File: config.mk
export PLATFORM = sky130hd
export DESIGN_NAME = cpu_core_register_set
export DESIGN_NICKNAME = d
export VERILOG_FILES = /design/src/rtl/core_regs_pkg.sv /design/src/rtl/cpu_core_register_set.sv /design/src/rtl/return_stack.sv
export SDC_FILE = /design/constraint.sdc
export NUM_CORES = 1
export LEC_CHECK = 0
export ABC_CLOCK_PERIOD_IN_PS = 6200
export BUFFER_PORTS_ARGS = -buffer_cell sky130_fd_sc_hd__buf_2
export CORE_MARGIN = 1
export CORE_UTILIZATION = 25
export DETAILED_ROUTE_END_ITERATION = 8
export SYNTH_ARGS = -nofsm -noshare
export SYNTH_HDL_FRONTEND = slang
export SYNTH_SLANG_ARGS = --single-unit
File: constraint.sdc
create_clock -name clk_i -period 6.2 [get_ports clk_i]
set_input_delay 0.62 -clock clk_i [delete_from_list [all_inputs] [get_ports clk_i]]
set_output_delay 0.62 -clock clk_i [all_outputs]
set_load 0.01 [all_outputs]
File: src/rtl/core_regs_pkg.sv
// Shared constants and types of the programmer-visible core register set.
package core_regs_pkg;

  // ****************************************************************
  // Data-space addresses of the mapped core registers
  // ****************************************************************
  localparam logic [7:0] ADDR_POINTER_ONE = 8'h80;
  localparam logic [7:0] ADDR_POINTER_TWO = 8'h81;
  localparam logic [7:0] ADDR_SHORT_FIRST = 8'h82;
  localparam logic [7:0] ADDR_SHORT_ONE = 8'h83;
  localparam logic [7:0] ADDR_SUM = 8'hFF;

  // ****************************************************************
  // Widths, depths and reset values
  // ****************************************************************
  localparam int DATA_W = 8;
  localparam int PC_W = 12;
  localparam int BANK_W = 2;
  localparam int STACK_LEVELS = 6;
  localparam int DEPTH_W = 3;
  localparam logic [DEPTH_W-1:0] STACK_FULL = 3'h6;
  localparam logic [7:0] RESET_DATA = 8'h00;
  localparam logic [7:0] UNMAPPED_DATA = 8'h00;
  localparam logic [11:0] RESET_PC = 12'h000;
  localparam logic [11:0] PC_STEP = 12'h001;
  localparam logic [1:0] RESET_BANK = 2'h0;

  // ****************************************************************
  // Flag contexts, one-hot so a code doubles as a mask of the pair
  // ****************************************************************
  typedef enum logic [2:0] {
    CTX_MAIN = 3'b001,
    CTX_IRQ = 3'b010,
    CTX_URGENT = 3'b100
  } ctx_t;

  // ****************************************************************
  // Program counter update sources
  // ****************************************************************
  typedef enum logic [9:0] {
    PC_HOLD = 10'h001,
    PC_NEXT = 10'h002,
    PC_JUMP = 10'h004,
    PC_CALL = 10'h008,
    PC_REL = 10'h010,
    PC_IRQ = 10'h020,
    PC_URGENT = 10'h040,
    PC_RESETV = 10'h080,
    PC_RET = 10'h100,
    PC_IRQ_EXIT_OP = 10'h200
  } pc_op_t;

endpackage : core_regs_pkg

File: src/rtl/cpu_core_register_set.sv
// Programmer-visible register set of the 8-bit core: data registers, PC, flags, stack.
`timescale 1ns/1ps
// Overview of operation
// RULE1: Eight-bit accumulator sum_reg, read and written in data space at FFh.
// RULE2: pointer_one and pointer_two sit in data space at 80h and 81h.
// RULE3: short_direct_first and short_direct_one sit in data space at 82h and 83h.
// RULE4: Pointers drive indirect addressing and are also plain data-space registers.
// RULE5: Twelve-bit program counter holds the next fetch address, reaching 4096 bytes.
// RULE6: A program bank register extends fetch addressing beyond 4096 bytes.
// RULE7: PC increments after each fetch; relative jumps add the offset.
// RULE8: PC loads jump/call target, relative sum, vectors, popped address, or PC+1.
// RULE9: Three carry/zero pairs: main, interrupt and urgent contexts.
// RULE10: Interrupts switch to their pair; irq_exit_op restores the previous pair (from the interrupt pair the code always returns to main).
// RULE11: Only the active pair is touched; switching never clears any pair.
// RULE12: Active carry takes arithmetic carry/borrow, tested bit, or rotate result.
// RULE13: Active zero is set when the latest result is zero, else cleared.
// RULE14: Reset starts in the urgent context with the urgent pair active.
// RULE15: Six-level twelve-bit return stack, no stack pointer, outside data RAM.
// RULE16: Call or interrupt shifts levels up and stores the PC in level one.
// RULE17: Returns load level one into the PC and shift levels down.
// RULE18: Only the PC is stacked; data registers are never saved.
// RULE19: Beyond six nested entries the stack stays deepest, losing the oldest.
// RULE20: Return on an empty stack leaves it and runs the next instruction.
module cpu_core_register_set (
  input wire logic clk_i,
  input wire logic rst_n_i,
  input wire logic [7:0] ds_addr_i,
  input wire logic ds_we_i,
  input wire logic ds_re_i,
  input wire logic [7:0] ds_wdata_i,
  input wire logic [9:0] pc_op_i,
  input wire logic [11:0] pc_target_i,
  input wire logic [7:0] rel_offset_i,
  input wire logic rel_sub_i,
  input wire logic [11:0] vector_i,
  input wire logic bank_we_i,
  input wire logic [1:0] bank_wdata_i,
  input wire logic carry_we_i,
  input wire logic carry_i,
  input wire logic zero_we_i,
  input wire logic [7:0] result_i,
  output logic [7:0] ds_rdata_o,
  output logic ds_hit_o,
  output logic [7:0] sum_o,
  output logic [7:0] pointer_one_o,
  output logic [7:0] pointer_two_o,
  output logic [7:0] short_direct_first_o,
  output logic [7:0] short_direct_one_o,
  output logic [11:0] pc_o,
  output logic [13:0] fetch_addr_o,
  output logic carry_o,
  output logic zero_o,
  output logic [2:0] ctx_o,
  output logic [2:0] stack_depth_o
);

  // ****************************************************************
  // State
  // ****************************************************************
  typedef struct packed {
    logic [7:0] sum;
    logic [7:0] ptr_one;
    logic [7:0] ptr_two;
    logic [7:0] sd_first;
    logic [7:0] sd_one;
    logic [11:0] pc;
    logic [1:0] bank;
    core_regs_pkg::ctx_t ctx;
    core_regs_pkg::ctx_t urgent_prev;
    logic [2:0] carry;
    logic [2:0] zero;
    logic [7:0] rdata;
    logic hit;
  } core_state_t;

  core_state_t s_r;
  core_state_t s_nxt;

  logic stk_push;
  logic stk_pop;
  logic [11:0] stk_top;
  logic stk_empty;
  logic stk_full;
  logic [2:0] stk_depth;
  logic [11:0] pc_plus1;
  logic [11:0] pc_rel;
  logic [11:0] rel_ext;
  core_regs_pkg::pc_op_t op;

  // Picks the bit of the pair that belongs to the given context.
  function automatic logic pick_flag(input logic [2:0] bits, input core_regs_pkg::ctx_t c);
    pick_flag = |(bits & c);
  endfunction : pick_flag

  // Replaces only the bit of the given context, leaving the other pairs alone.
  function automatic logic [2:0] put_flag(input logic [2:0] bits, input core_regs_pkg::ctx_t c,
      input logic v);
    put_flag = (bits & ~c) | (c & {3{v}});
  endfunction : put_flag

  // Decodes whether a data-space address hits a core register.
  function automatic logic is_mapped(input logic [7:0] a);
    is_mapped = (a == core_regs_pkg::ADDR_SUM) || (a == core_regs_pkg::ADDR_POINTER_ONE) ||
        (a == core_regs_pkg::ADDR_POINTER_TWO) || (a == core_regs_pkg::ADDR_SHORT_FIRST) ||
        (a == core_regs_pkg::ADDR_SHORT_ONE);
  endfunction : is_mapped

  assign op = core_regs_pkg::pc_op_t'(pc_op_i);
  assign pc_plus1 = 12'(s_r.pc + core_regs_pkg::PC_STEP); // RULE7
  assign rel_ext = {4'h0, rel_offset_i};
  assign pc_rel = rel_sub_i ? 12'(s_r.pc - rel_ext) : 12'(s_r.pc + rel_ext); // RULE7

  // Only the program counter enters the stack, never a data register.
  assign stk_push = (op == core_regs_pkg::PC_CALL) || (op == core_regs_pkg::PC_IRQ) ||
      (op == core_regs_pkg::PC_URGENT); // RULE18
  assign stk_pop = (op == core_regs_pkg::PC_RET) || (op == core_regs_pkg::PC_IRQ_EXIT_OP);

  // ****************************************************************
  // Return stack
  // ****************************************************************
  return_stack u_stack ( // RULE15
    .clk_i(clk_i),
    .rst_n_i(rst_n_i),
    .push_i(stk_push),
    .pop_i(stk_pop),
    .push_addr_i(s_r.pc),
    .top_o(stk_top),
    .empty_o(stk_empty),
    .full_o(stk_full),
    .depth_o(stk_depth)
  );

  // ****************************************************************
  // Next-state logic
  // ****************************************************************
  always_comb begin
    s_nxt = s_r;
    if (!rst_n_i) begin
      s_nxt.sum = core_regs_pkg::RESET_DATA;
      s_nxt.ptr_one = core_regs_pkg::RESET_DATA;
      s_nxt.ptr_two = core_regs_pkg::RESET_DATA;
      s_nxt.sd_first = core_regs_pkg::RESET_DATA;
      s_nxt.sd_one = core_regs_pkg::RESET_DATA;
      s_nxt.pc = core_regs_pkg::RESET_PC;
      s_nxt.bank = core_regs_pkg::RESET_BANK;
      s_nxt.ctx = core_regs_pkg::CTX_URGENT; // RULE14
      s_nxt.urgent_prev = core_regs_pkg::CTX_MAIN;
      s_nxt.carry = 3'h0;
      s_nxt.zero = 3'h0;
      s_nxt.rdata = core_regs_pkg::RESET_DATA;
      s_nxt.hit = 1'b0;
    end else begin
      // Data-space writes to the mapped registers.
      if (ds_we_i) begin
        unique case (ds_addr_i)
          core_regs_pkg::ADDR_SUM: s_nxt.sum = ds_wdata_i; // RULE1
          core_regs_pkg::ADDR_POINTER_ONE: s_nxt.ptr_one = ds_wdata_i; // RULE2
          core_regs_pkg::ADDR_POINTER_TWO: s_nxt.ptr_two = ds_wdata_i; // RULE2
          core_regs_pkg::ADDR_SHORT_FIRST: s_nxt.sd_first = ds_wdata_i; // RULE3
          core_regs_pkg::ADDR_SHORT_ONE: s_nxt.sd_one = ds_wdata_i; // RULE3
          default: s_nxt.sum = s_r.sum;
        endcase
      end
      // Registered read answer; unmapped addresses answer zero with no hit.
      if (ds_re_i) begin
        s_nxt.hit = is_mapped(ds_addr_i);
        unique case (ds_addr_i)
          core_regs_pkg::ADDR_SUM: s_nxt.rdata = s_r.sum; // RULE1
          core_regs_pkg::ADDR_POINTER_ONE: s_nxt.rdata = s_r.ptr_one; // RULE4
          core_regs_pkg::ADDR_POINTER_TWO: s_nxt.rdata = s_r.ptr_two; // RULE4
          core_regs_pkg::ADDR_SHORT_FIRST: s_nxt.rdata = s_r.sd_first; // RULE3
          core_regs_pkg::ADDR_SHORT_ONE: s_nxt.rdata = s_r.sd_one; // RULE3
          default: s_nxt.rdata = core_regs_pkg::UNMAPPED_DATA;
        endcase
      end else begin
        s_nxt.hit = 1'b0;
      end

      // Program bank extends fetches past the counter's own reach.
      if (bank_we_i) begin
        s_nxt.bank = bank_wdata_i; // RULE6
      end

      // Flag updates land in the pair of the context active this cycle,
      // so an instruction finishing as an interrupt arrives keeps its own pair.
      if (carry_we_i) begin
        s_nxt.carry = put_flag(s_r.carry, s_r.ctx, carry_i); // RULE12 RULE11
      end
      if (zero_we_i) begin
        s_nxt.zero = put_flag(s_r.zero, s_r.ctx, result_i == 8'h00); // RULE13 RULE11
      end

      // Program counter sources and context switching.
      unique case (op)
        core_regs_pkg::PC_HOLD: s_nxt.pc = s_r.pc;
        core_regs_pkg::PC_NEXT: s_nxt.pc = pc_plus1; // RULE7 RULE8
        core_regs_pkg::PC_JUMP: s_nxt.pc = pc_target_i; // RULE8
        core_regs_pkg::PC_CALL: s_nxt.pc = pc_target_i; // RULE8
        core_regs_pkg::PC_REL: s_nxt.pc = pc_rel; // RULE8
        core_regs_pkg::PC_RESETV: s_nxt.pc = vector_i; // RULE8
        core_regs_pkg::PC_IRQ: begin
          s_nxt.pc = vector_i; // RULE8
          s_nxt.ctx = core_regs_pkg::CTX_IRQ; // RULE10 RULE9
        end
        core_regs_pkg::PC_URGENT: begin
          s_nxt.pc = vector_i; // RULE8
          // A repeated urgent entry must not overwrite the context to return to.
          if (s_r.ctx != core_regs_pkg::CTX_URGENT) begin
            s_nxt.urgent_prev = s_r.ctx; // RULE10
          end
          s_nxt.ctx = core_regs_pkg::CTX_URGENT; // RULE10 RULE9
        end
        core_regs_pkg::PC_RET: begin
          s_nxt.pc = stk_empty ? pc_plus1 : stk_top; // RULE17 RULE20
        end
        core_regs_pkg::PC_IRQ_EXIT_OP: begin
          s_nxt.pc = stk_empty ? pc_plus1 : stk_top; // RULE17 RULE20
          if (s_r.ctx == core_regs_pkg::CTX_URGENT) begin
            s_nxt.ctx = s_r.urgent_prev; // RULE10
          end else begin
            s_nxt.ctx = core_regs_pkg::CTX_MAIN; // RULE10
          end
        end
        default: s_nxt.pc = s_r.pc;
      endcase
    end
  end

  always_ff @(posedge clk_i) begin
    s_r <= s_nxt;
  end

  // ****************************************************************
  // Outputs
  // ****************************************************************
  assign ds_rdata_o = s_r.rdata;
  assign ds_hit_o = s_r.hit;
  assign sum_o = s_r.sum;
  assign pointer_one_o = s_r.ptr_one; // RULE4
  assign pointer_two_o = s_r.ptr_two; // RULE4
  assign short_direct_first_o = s_r.sd_first;
  assign short_direct_one_o = s_r.sd_one;
  assign pc_o = s_r.pc; // RULE5
  assign fetch_addr_o = {s_r.bank, s_r.pc}; // RULE6
  assign carry_o = pick_flag(s_r.carry, s_r.ctx); // RULE9
  assign zero_o = pick_flag(s_r.zero, s_r.ctx); // RULE9
  assign ctx_o = s_r.ctx;
  assign stack_depth_o = stk_depth;
endmodule : cpu_core_register_set

File: src/rtl/return_stack.sv
// Six-level hardware return stack without a stack pointer.
`timescale 1ns/1ps
module return_stack (
  input wire logic clk_i,
  input wire logic rst_n_i,
  input wire logic push_i,
  input wire logic pop_i,
  input wire logic [11:0] push_addr_i,
  output logic [11:0] top_o,
  output logic empty_o,
  output logic full_o,
  output logic [2:0] depth_o
);

  typedef struct packed {
    logic [core_regs_pkg::STACK_LEVELS-1:0][core_regs_pkg::PC_W-1:0] lvl;
    logic [core_regs_pkg::DEPTH_W-1:0] depth;
  } stack_state_t;

  stack_state_t s_r;
  stack_state_t s_nxt;

  // ****************************************************************
  // Shift register levels
  // ****************************************************************
  always_comb begin
    s_nxt = s_r;
    if (!rst_n_i) begin
      s_nxt = '0;
    end else if (push_i) begin
      for (int i = core_regs_pkg::STACK_LEVELS - 1; i > 0; i--) begin
        s_nxt.lvl[i] = s_r.lvl[i-1]; // RULE16
      end
      s_nxt.lvl[0] = push_addr_i; // RULE16
      // The oldest level falls off the end; the count just saturates.
      if (s_r.depth != core_regs_pkg::STACK_FULL) begin
        s_nxt.depth = 3'(s_r.depth + 3'h1); // RULE19
      end
    end else if (pop_i && (s_r.depth != 3'h0)) begin
      for (int i = 0; i < core_regs_pkg::STACK_LEVELS - 1; i++) begin
        s_nxt.lvl[i] = s_r.lvl[i+1]; // RULE17
      end
      s_nxt.depth = 3'(s_r.depth - 3'h1); // RULE17
    end
  end

  always_ff @(posedge clk_i) begin
    s_r <= s_nxt;
  end

  assign top_o = s_r.lvl[0];
  assign empty_o = (s_r.depth == 3'h0); // RULE20
  assign full_o = (s_r.depth == core_regs_pkg::STACK_FULL);
  assign depth_o = s_r.depth;
endmodule : return_stack

==> results of run 1 <==
==> state kept, by name, summed over array words and instances, names as in the netlist, named ones only <==
register,cells
pc_o,12
u_stack.s_r,60
sum_o,8
fetch_addr_o,2
u_stack.depth_o,3
short_direct_one_o,8
ctx_o,3
pointer_two_o,8
pointer_one_o,8
u_stack.top_o,12
ds_rdata_o,8
short_direct_first_o,8
ds_hit_o,1
s_r,3
==> cells in the final DEF (no fill, tap or decap), types with 4 or more instances in the layout <==
cell and instances:
clkbuf_8 4, o211a_1 5, buf_2 159, nand4_1 6, a31oi_1 6, a22o_1 10, a222oi_1 17, nor2_1 45
o21ai_0 21, inv_6 6, o211ai_1 6, and2_1 5, nor3_1 11, a211oi_1 10, nand2_1 196, inv_1 18
o21a_1 7, clkbuf_16 17, buf_4 9, dfxtp_1 150, a22oi_1 59, nor4_1 5, nand3_1 50, a311oi_1 11
ha_1 13, xnor2_1 16, o31ai_1 4, a21oi_1 127, xor2_1 7
==> synthesized netlist by cell type, drive strengths merged (3+ instances only) <==
master	n	area, um2
nor4	7	58.8
a22o	10	87.6
dfxtp	150	3000
xor2	7	61.3
a22oi	59	443
mux2i	3	30.0
or2	3	18.8
o21ai	21	105
nor3	14	85.1
a311oi	13	126
a31oi	6	37.5
o211a	5	50.1
nor3b	4	40.0
nor2b	3	18.8
a221oi	4	41.3
o211ai	6	45.0
nor2	46	173
inv	19	71.3
a21oi	127	636
o2bb2ai	3	26.3
and2	7	43.8
xnor2	16	140
ha	13	163
and4	3	26.3
nand4	6	37.5
o21a	7	52.6
clkbuf	46	173
a222oi	17	170
buf	98	722
nand3	50	250
nand2	199	754
a211oi	10	75.1
o31ai	4	30.0
==> cell type report <==
cell class              count  share of cell area, %
multi-input cells         702                   44.8
flip-flops and latches    150                   32.7
repair buffers            168                   9.41
well taps                 402                   5.48
clock buffers              21                   5.24
clock inverters            11                   1.46
inverters                  20                  0.845
==> layer usage <==
| layer | track usage [%] | up-vias | part of all wire (%) |
|---|---|---|---|
| met3 | 2.11 | 21 | 5.4 |
| li1 | - | 3675 | - |
| met5 | 0 | - | 0 |
| met4 | 4.51 | 0 | 1.4 |
| met2 | 21.9 | 232 | 47 |
| met1 | 18.2 | 3564 | 46 |
==> report_power, final <==
part / switching (W) / internal [W]
sequential: 0.00000365 / 0.000966
clock: 0.000440 / 0.000645
combinational: 0.0000828 / 0.0000504
==> cell families after synthesis <==
kind of cell,Yosys count,share of synthesized area [%]
adder cells (fa/ha/maj),15,2.51
buffers and inverters,164,12.0
XOR/XNOR,23,2.50
flip-flops,150,37.2
multiplexers,4,0.512
AND/OR/NAND/NOR,350,19.4
AO/OA/AOI/OAI,310,25.9
==> worst max-delay path, delay by kind of cell <==
kind | cells | cell delay [ns]
and+or+nand+nor | 4 | 1.33
AOI/OAI and AO/OA | 1 | 0.18
xor gates and xnor gates | 1 | 0.17
buffers and inverters | 4 | 1.16
==> per-stage QoR <==
step / power [W] / setup WS, ns
4_1_cts: 0.00221 / 3.07
3_3_place_gp: 0.00112 / 2.67
5_1_grt: 0.00227 / 2.71
6_report: 0.00219 / 3.05
2_1_floorplan: 0.00107 / 3.40
3_5_place_dp: 0.00112 / 2.63
==> worst max path at each step <==
stage	start	end	slack, ns	cells after the start
floorplan	rel_sub_i	pc_o[10]	3.40	9
global placement	pc_op_i[5]	u_stack.s_r[49]	2.67	10
detailed placement	pc_op_i[5]	u_stack.top_o[5]	2.63	10
CTS	pc_op_i[5]	u_stack.s_r[30]	3.07	10
global route	pc_op_i[5]	u_stack.s_r[38]	2.71	10
finish	pc_op_i[5]	u_stack.s_r[34]	3.05	10
==> flow_summary_export.csv, run 1 <==
group,metric,value,unit
placement,placed_area,8560,um2
global_routing,grt_pass1_vias,6740,
floorplan,die_h,182,um
routing,ant_nets,0,
final_layout,fin_area,9180,um2
worst_setup_path,reg2regPathDepth,6,
routing,avgRoutedWirePerCell,15.5,um
worst_setup_path,start_kind,"input port",
synth,seq_area_frac_synth,37.2,%
final_layout,synthToLayoutAreaGrowth,13.7,%
clocking,numCtsBuffers,17,
global_routing,grt_usage,13.5,%
final_layout,multiInputGateArea,4110,um2
placement,place_inst,1442,
final_layout,diodes,0,
floorplan,num_rows,65,
sta,worstMarginPinSlew,1.36,ns
global_routing,grt_pass1_wl,36000,um
final_layout,fin_cells,1474,
clocking,cts_resized,0,
sta,drv_slew,0,
synth,async_flop_share,0,%
sta,layout_min_cycle_time,3.15,ns
placement,place_congestion,0.868,
worst_setup_path,arrival,3.50,ns
floorplan,die_w,182,um
synth,netlist_area,8070,um2
final_layout,fillers,3407,
synth,syn_nets,1108,
power_and_ir_drop,p_leak,3.42,nW
final_layout,finish.net_count,1151,
clocking,cts_tree,"built",
synth,ys_warn_count,0,
routing,vias,7492,
clocking,cts_hold_buf,0,
worst_setup_path,path_max_fanout,50,
floorplan,initial_core_util,25.5,%
hold_path,hold_path_class,"in -> reg",
sta,finClkSkew,0.00907,ns
floorplan,core,31600,um2
clocking,cts-root-buf,"clkbuf_16",
worst_setup_path,r2r-end,"pc_o[5]",
synth,yosysUniqueCellTypes,66,
power_and_ir_drop,irDropWorstVdd,179,uV
sta,maxSlewHeadroom,8.46,%
placement,io_buffers,159,
sta,grt_setup_unrepaired,"false",
final_layout,regArea,3000,um2
worst_setup_path,r2r_slack,3.26,ns
clocking,clk_pin_slew,0.07,ns
sta,setup-tns-final,0,ns
worst_setup_path,cpMaxStageDelayCell,"nor2_4",
worst_setup_path,regToRegStartpoint,"u_stack.depth_o[2]",
final_layout,post-route-util,29.0,%
global_routing,grt_max_degree,75,
clocking,cts_setup_buffers,0,
sta,fmax,317,MHz
clocking,max-clock-path-buffers,2,
synth,synth-edff-count,0,
worst_setup_path,critical-path-max-stage-delay,0.94,ns
routing,totalWireLength,22900,um
sta,final_hold_viol_count,0,
global_routing,grt_remaining_overflow,0,
synth,yosys_register_bits,150,
outcome,outcome,"completed",
final_layout,drive_above_1_share,21.1,%
synth,syn_inst,1016,
worst_setup_path,setup.worst_path.class,"in -> reg",
power_and_ir_drop,power_density,238,nW/um2
hold_path,hp-start,"bank_wdata_i[1]",
routing,drc,0,
floorplan,die-area,33000,um2
clocking,clk_latency,0.42,ns
sta,setup_viol,0,
worst_setup_path,cp_common_cell,"buf_4",
sta,holdWs,0.428,ns
clocking,cts_sinks,150,
hold_path,hold_depth,3,
hold_path,whs_endpoint,"fetch_addr_o[13]",
placement,hpwl,15900,um
worst_setup_path,required,6.55,ns
worst_setup_path,crit_path_end_kind,"flip-flop",
global_routing,antenna_found_initial,0,
sta,fin_crit_sh,50.8,%
clocking,h-tree-depth,4,
worst_setup_path,cp_cell_sequence,"buf_2 -> xor2_1 -> nand4_1 -> and2_1 -> buf_4 -> inv_2 -> buf_4 -> nor2_4 -> nand2_1 -> a21oi_1",
routing,dr.pass1.iters,8,
job,cap_violations,0,
routing,avgViaCountPerCell,5.08,
synth,syn_area_per_cell,7.94,um2
routing,drtIter0Drc,697,
synth,ys.flop_type,"dfxtp_1",
floorplan,io_pins,160,
No activity file was read; power rests on OpenSTA's default activity.
==> run 2, diff against run 1 <==
--- a/config.mk
+++ b/config.mk
@@ -5,7 +5,7 @@
 export SDC_FILE = /design/constraint.sdc
 export NUM_CORES = 1
 export LEC_CHECK = 0
-export ABC_CLOCK_PERIOD_IN_PS = 6200
+export ABC_CLOCK_PERIOD_IN_PS = 2890
 export BUFFER_PORTS_ARGS = -buffer_cell sky130_fd_sc_hd__buf_2
 export CORE_MARGIN = 1
 export CORE_UTILIZATION = 25
==> constraint.sdc (replaced) <==
create_clock -name clk_i -period 2.89 [get_ports clk_i]
set_input_delay 0.289 -clock clk_i [delete_from_list [all_inputs] [get_ports clk_i]]
set_output_delay 0.289 -clock clk_i [all_outputs]
set_load 0.01 [all_outputs]
==> flow_summary_export.csv, run 2 (synthesis gave the netlist of run 1 again) <==
group,metric,value,unit
clocking,clk_pin_slew,0.06,ns
clocking,cts_setup_buffers,0,
worst_setup_path,setup.worst_path.class,"reg -> reg",
final_layout,top_register,"u_stack.s_r",
power_and_ir_drop,power_density,520,nW/um2
worst_setup_path,crit_path_end_kind,"flip-flop",
global_routing,antenna_found_initial,0,
clocking,cts_tree,"built",
final_layout,diodes,0,
floorplan,die-area,33000,um2
clocking,max-clock-path-buffers,2,
sta,finClkSkew,0.00886,ns
sta,drv_slew,0,
worst_setup_path,arrival,2.84,ns
clocking,h-tree-depth,4,
sta,grt_setup_unrepaired,"false",
job,cap_violations,0,
routing,drtIter0Drc,670,
clocking,cts_sinks,150,
worst_setup_path,required,3.24,ns
worst_setup_path,start_kind,"flip-flop",
routing,avgRoutedWirePerCell,15.3,um
clocking,cts_hold_buf,0,
sta,setup-tns-final,0,ns
routing,ant_nets,0,
sta,setup_viol,0,
sta,setup_ws,0.395,ns
worst_setup_path,path_max_fanout,50,
routing,dr.pass1.iters,6,
floorplan,die_h,182,um
sta,fmax,401,MHz
routing,drc,0,
global_routing,grt_max_degree,63,
sta,fin_crit_sh,86.3,%
worst_setup_path,crit_start,"u_stack.depth_o[0]",
final_layout,final_common_cell,"nand2_1",
routing,avgViaCountPerCell,5.06,
routing,totalWireLength,22800,um
clocking,cts-root-buf,"clkbuf_16",
floorplan,core,31600,um2
hold_path,hp-start,"bank_wdata_i[1]",
floorplan,die_w,182,um
sta,layout_min_cycle_time,2.49,ns
sta,maxSlewHeadroom,22.6,%
floorplan,io_pins,160,
final_layout,largest_register_ffs,60,
sta,worstMarginPinSlew,1.16,ns
floorplan,initial_core_util,25.5,%
hold_path,hold_path_class,"in -> reg",
clocking,numCtsBuffers,17,
final_layout,drive_above_1_share,22.1,%
clocking,cts_resized,0,
global_routing,grt_pass1_vias,6864,
global_routing,grt_usage,13.6,%
placement,hpwl,16300,um
power_and_ir_drop,p_leak,3.52,nW
floorplan,num_rows,65,
final_layout,synthToLayoutAreaGrowth,16.0,%
worst_setup_path,regToRegStartpoint,"u_stack.depth_o[0]",
final_layout,finish.net_count,1166,
global_routing,grt_remaining_overflow,0,
global_routing,grt_pass1_wl,36300,um
placement,io_buffers,159,
clocking,clk_latency,0.42,ns
power_and_ir_drop,irDropWorstVdd,399,uV
outcome,outcome,"completed",
placement,place_congestion,0.899,
placement,place_ws,0.0831,ns
final_layout,mostFrequentLayoutCells,"nand2_1, buf_2, dfxtp_1, a21oi_1, a22oi_1",
sta,final_hold_viol_count,0,
routing,vias,7540,
run 2: cell count changes in the layout (fill, tap and decap cells not counted), sizes merged:
cell	change
buf	+15
inv	-5
clkinvlp	+2
bufinv	+3
run 2: final timing paths:
check        slack [ns]  depth (start not counted)               end
min reg2reg        0.45                          2   u_stack.s_r[66]
min                0.10                          3  fetch_addr_o[13]
max reg2reg        0.40                          5   u_stack.s_r[32]
max                0.40                          5   u_stack.s_r[32]
run 2: layout make-up:
cell class,count,area (um2)
sequential,150,3000
inverter,20,77.6
clock inverter,11,195
multi-input combinational,702,4110
timing repair buffer,183,1000
clock buffer,21,470
fill,3388,22300
tap,402,503
run 2: per-layer routing:
| metal | share of wire (%) | wire, um | global-route usage [%] |
|---|---|---|---|
| met5 | 0 | 0 | 0 |
| met4 | 2.1 | 486 | 5.59 |
| met3 | 6.1 | 1400 | 2.49 |
| met2 | 46 | 10500 | 21.4 |
| met1 | 46 | 10400 | 18.2 |
run 2: power by group:
| group | leakage, nW | internal, W | switching [W] |
|---|---|---|---|
| Clock | 0.316 | 0.00160 | 0.000892 |
| Sequential | 1.21 | 0.00207 | 0.00000561 |
| Combinational | 2.00 | 0.000113 | 0.000183 |
run 2: metrics by stage:
stage	utilization (%)	instances	hold slack, ns	total power (W)	cell area, um2
2_1_floorplan	-	1016	0.425	0.00229	8070
3_3_place_gp	27.5	1457	0.438	0.00241	8700
3_5_place_dp	27.5	1457	0.444	0.00242	8700
4_1_cts	29.6	1489	0.0799	0.00493	9360
5_1_grt	29.6	1489	0.124	0.00504	9360
6_report	29.6	1489	0.103	0.00487	9360
run 2: critical path, cell delays in order, from the launching register on:
cell	delay [ns]
dfxtp_1	0.37
or3_1	0.48
and2_2	0.34
nor2_4	0.90
nand2_1	0.12
a21oi_1	0.18
==> run 3, diff against run 2 <==
--- a/config.mk
+++ b/config.mk
@@ -8,7 +8,7 @@
 export ABC_CLOCK_PERIOD_IN_PS = 2890
 export BUFFER_PORTS_ARGS = -buffer_cell sky130_fd_sc_hd__buf_2
 export CORE_MARGIN = 1
-export CORE_UTILIZATION = 25
+export CORE_UTILIZATION = 30
 export DETAILED_ROUTE_END_ITERATION = 8
 export SYNTH_ARGS = -nofsm -noshare
 export SYNTH_HDL_FRONTEND = slang
==> flow_summary_export.csv, run 3 (synthesis gave the netlist of run 1 again) <==
group,metric,value,unit
routing,drtIter0Drc,796,
hold_path,hold_depth,3,
global_routing,grt_pass1_wl,36200,um
sta,drv_slew,0,
power_and_ir_drop,clockPowerShare,49.7,%
clocking,clk_pin_slew,0.07,ns
worst_setup_path,r2r_slack,0.45,ns
routing,avgViaCountPerCell,5.28,
power_and_ir_drop,p_total,0.00471,W
floorplan,die_w,166,um
clocking,cts_setup_buffers,0,
global_routing,grt_remaining_overflow,0,
floorplan,die-area,27600,um2
routing,ant_nets,0,
final_layout,mostFrequentLayoutCells,"nand2_1, buf_2, dfxtp_1, a21oi_1, a22oi_1",
sta,fin_crit_sh,84.4,%
global_routing,grt_usage,16.2,%
global_routing,antenna_found_initial,0,
power_and_ir_drop,power_density,510,nW/um2
worst_setup_path,reg2regPathDepth,6,
hold_path,hold_path_class,"in -> reg",
final_layout,fillers,2705,
clocking,clk_latency,0.43,ns
clocking,max-clock-path-buffers,2,
global_routing,grt_max_degree,66,
worst_setup_path,crit_path_end_kind,"flip-flop",
sta,setup_viol,0,
outcome,violations,"design-rule violations",
clocking,cts_sinks,150,
hold_path,hp-start,"bank_wdata_i[0]",
final_layout,diodes,0,
clocking,numCtsBuffers,17,
final_layout,finish.net_count,1168,
placement,place_congestion,0.895,
sta,holdWs,0.0884,ns
sta,final_hold_viol_count,0,
sta,maxSlewHeadroom,32.6,%
final_layout,synthToLayoutAreaGrowth,14.6,%
sta,finClkSkew,0.0131,ns
routing,totalWireLength,22500,um
power_and_ir_drop,seqPwrFrac,44.1,%
worst_setup_path,setup.worst_path.class,"reg -> reg",
sta,layout_min_cycle_time,2.44,ns
global_routing,grt_pass1_vias,6794,
final_layout,largest_register_ffs,60,
clocking,h-tree-depth,4,
routing,avgRoutedWirePerCell,15.8,um
power_and_ir_drop,irDropWorstVdd,308,uV
worst_setup_path,regToRegStartpoint,"u_stack.depth_o[1]",
floorplan,io_pins,160,
worst_setup_path,start_kind,"flip-flop",
floorplan,initial_core_util,30.8,%
outcome,outcome,"finished, violations left",
routing,vias,7512,
floorplan,core,26200,um2
routing,drc,14,
floorplan,num_rows,59,
worst_setup_path,required,3.24,ns
power_and_ir_drop,internal_power,0.00357,W
sta,worstMarginPinSlew,1.01,ns
sta,setup-tns-final,0,ns
clocking,cts_resized,0,
placement,hpwl,15800,um
power_and_ir_drop,switching_share,24.2,%
floorplan,die_h,166,um
final_layout,final_common_cell,"nand2_1",
worst_setup_path,r2r-end,"u_stack.s_r[42]",
clocking,cts-root-buf,"clkbuf_16",
clocking,cts_hold_buf,0,
hold_path,whs_endpoint,"fetch_addr_o[12]",
worst_setup_path,path_max_fanout,43,
clocking,cts_tree,"built",
power_and_ir_drop,p_switching,0.00114,W
power_and_ir_drop,pwr-share-comb,6.2,%
power_and_ir_drop,p_leak,3.51,nW
routing,dr.pass1.iters,8,
final_layout,drive_above_1_share,22.2,%
sta,grt_setup_unrepaired,"false",
sta,fmax,410,MHz
final_layout,top_register,"u_stack.s_r",
job,cap_violations,0,
worst_setup_path,arrival,2.79,ns
placement,io_buffers,159,
run 3: power by group through the flow:
stage	registers [W]	logic [W]	clock network, W
floorplan	0.00212	0.000170	0
finish	0.00208	0.000292	0.00234
CTS	0.00208	0.000290	0.00239
detailed placement	0.00213	0.000289	0
global placement	0.00213	0.000287	0
global route	0.00208	0.000322	0.00249
run 3: metrics by stage:
| stage | worst slack [ns] | instances | utilization (%) | area, um2 |
|---|---|---|---|---|
| after floorplan | 0.425 | 1016 | - | 8070 |
| after global placement | 0.215 | 1392 | 32.9 | 8630 |
| after detailed placement | 0.155 | 1392 | 32.9 | 8630 |
| after CTS | 0.420 | 1424 | 35.3 | 9250 |
| after global routing | 0.234 | 1424 | 35.3 | 9250 |
| final | 0.450 | 1424 | 35.3 | 9250 |
run 3: how the worst max path moves through the flow:
| stage | startpoint | end | slack, ns | cells after the start |
|---|---|---|---|---|
| after floorplan | rel_sub_i | pc_o[10] | 0.43 | 9 |
| after global placement | rel_offset_i[0] | pc_o[10] | 0.21 | 11 |
| after detailed placement | rel_offset_i[2] | pc_o[11] | 0.15 | 11 |
| after CTS | u_stack.depth_o[1] | u_stack.s_r[42] | 0.42 | 6 |
| after global routing | u_stack.depth_o[1] | u_stack.s_r[19] | 0.23 | 6 |
| final | u_stack.depth_o[1] | u_stack.s_r[42] | 0.45 | 6 |
run 3: layout make-up:
class | count | area (um2) | share of cell area, %
Clock buffer | 18 | 429 | 4.64
Clock inverter | 14 | 188 | 2.03
Inverter | 20 | 77.6 | 0.839
Multi-Input combinational cell | 702 | 4110 | 44.5
Sequential cell | 150 | 3000 | 32.5
Tap cell | 335 | 419 | 4.53
Timing Repair Buffer | 185 | 1020 | 11.0
run 3: layer usage:
| layer | up-vias | GRT usage (%) | share of wire, % |
|---|---|---|---|
| met5 | - | 0 | 0 |
| met4 | 0 | 5.89 | 1.7 |
| li1 | 3701 | - | - |
| met1 | 3540 | 22.1 | 46 |
| met3 | 24 | 3.38 | 6.3 |
| met2 | 247 | 24.9 | 46 |
run 3: critical path, stage by stage (launching register included):
cell and delay (ns):
dfxtp_1 0.36, or3_1 0.44, and2_2 0.27, nor2_4 0.77, buf_4 0.30, nand2_1 0.06
a21oi_1 0.15
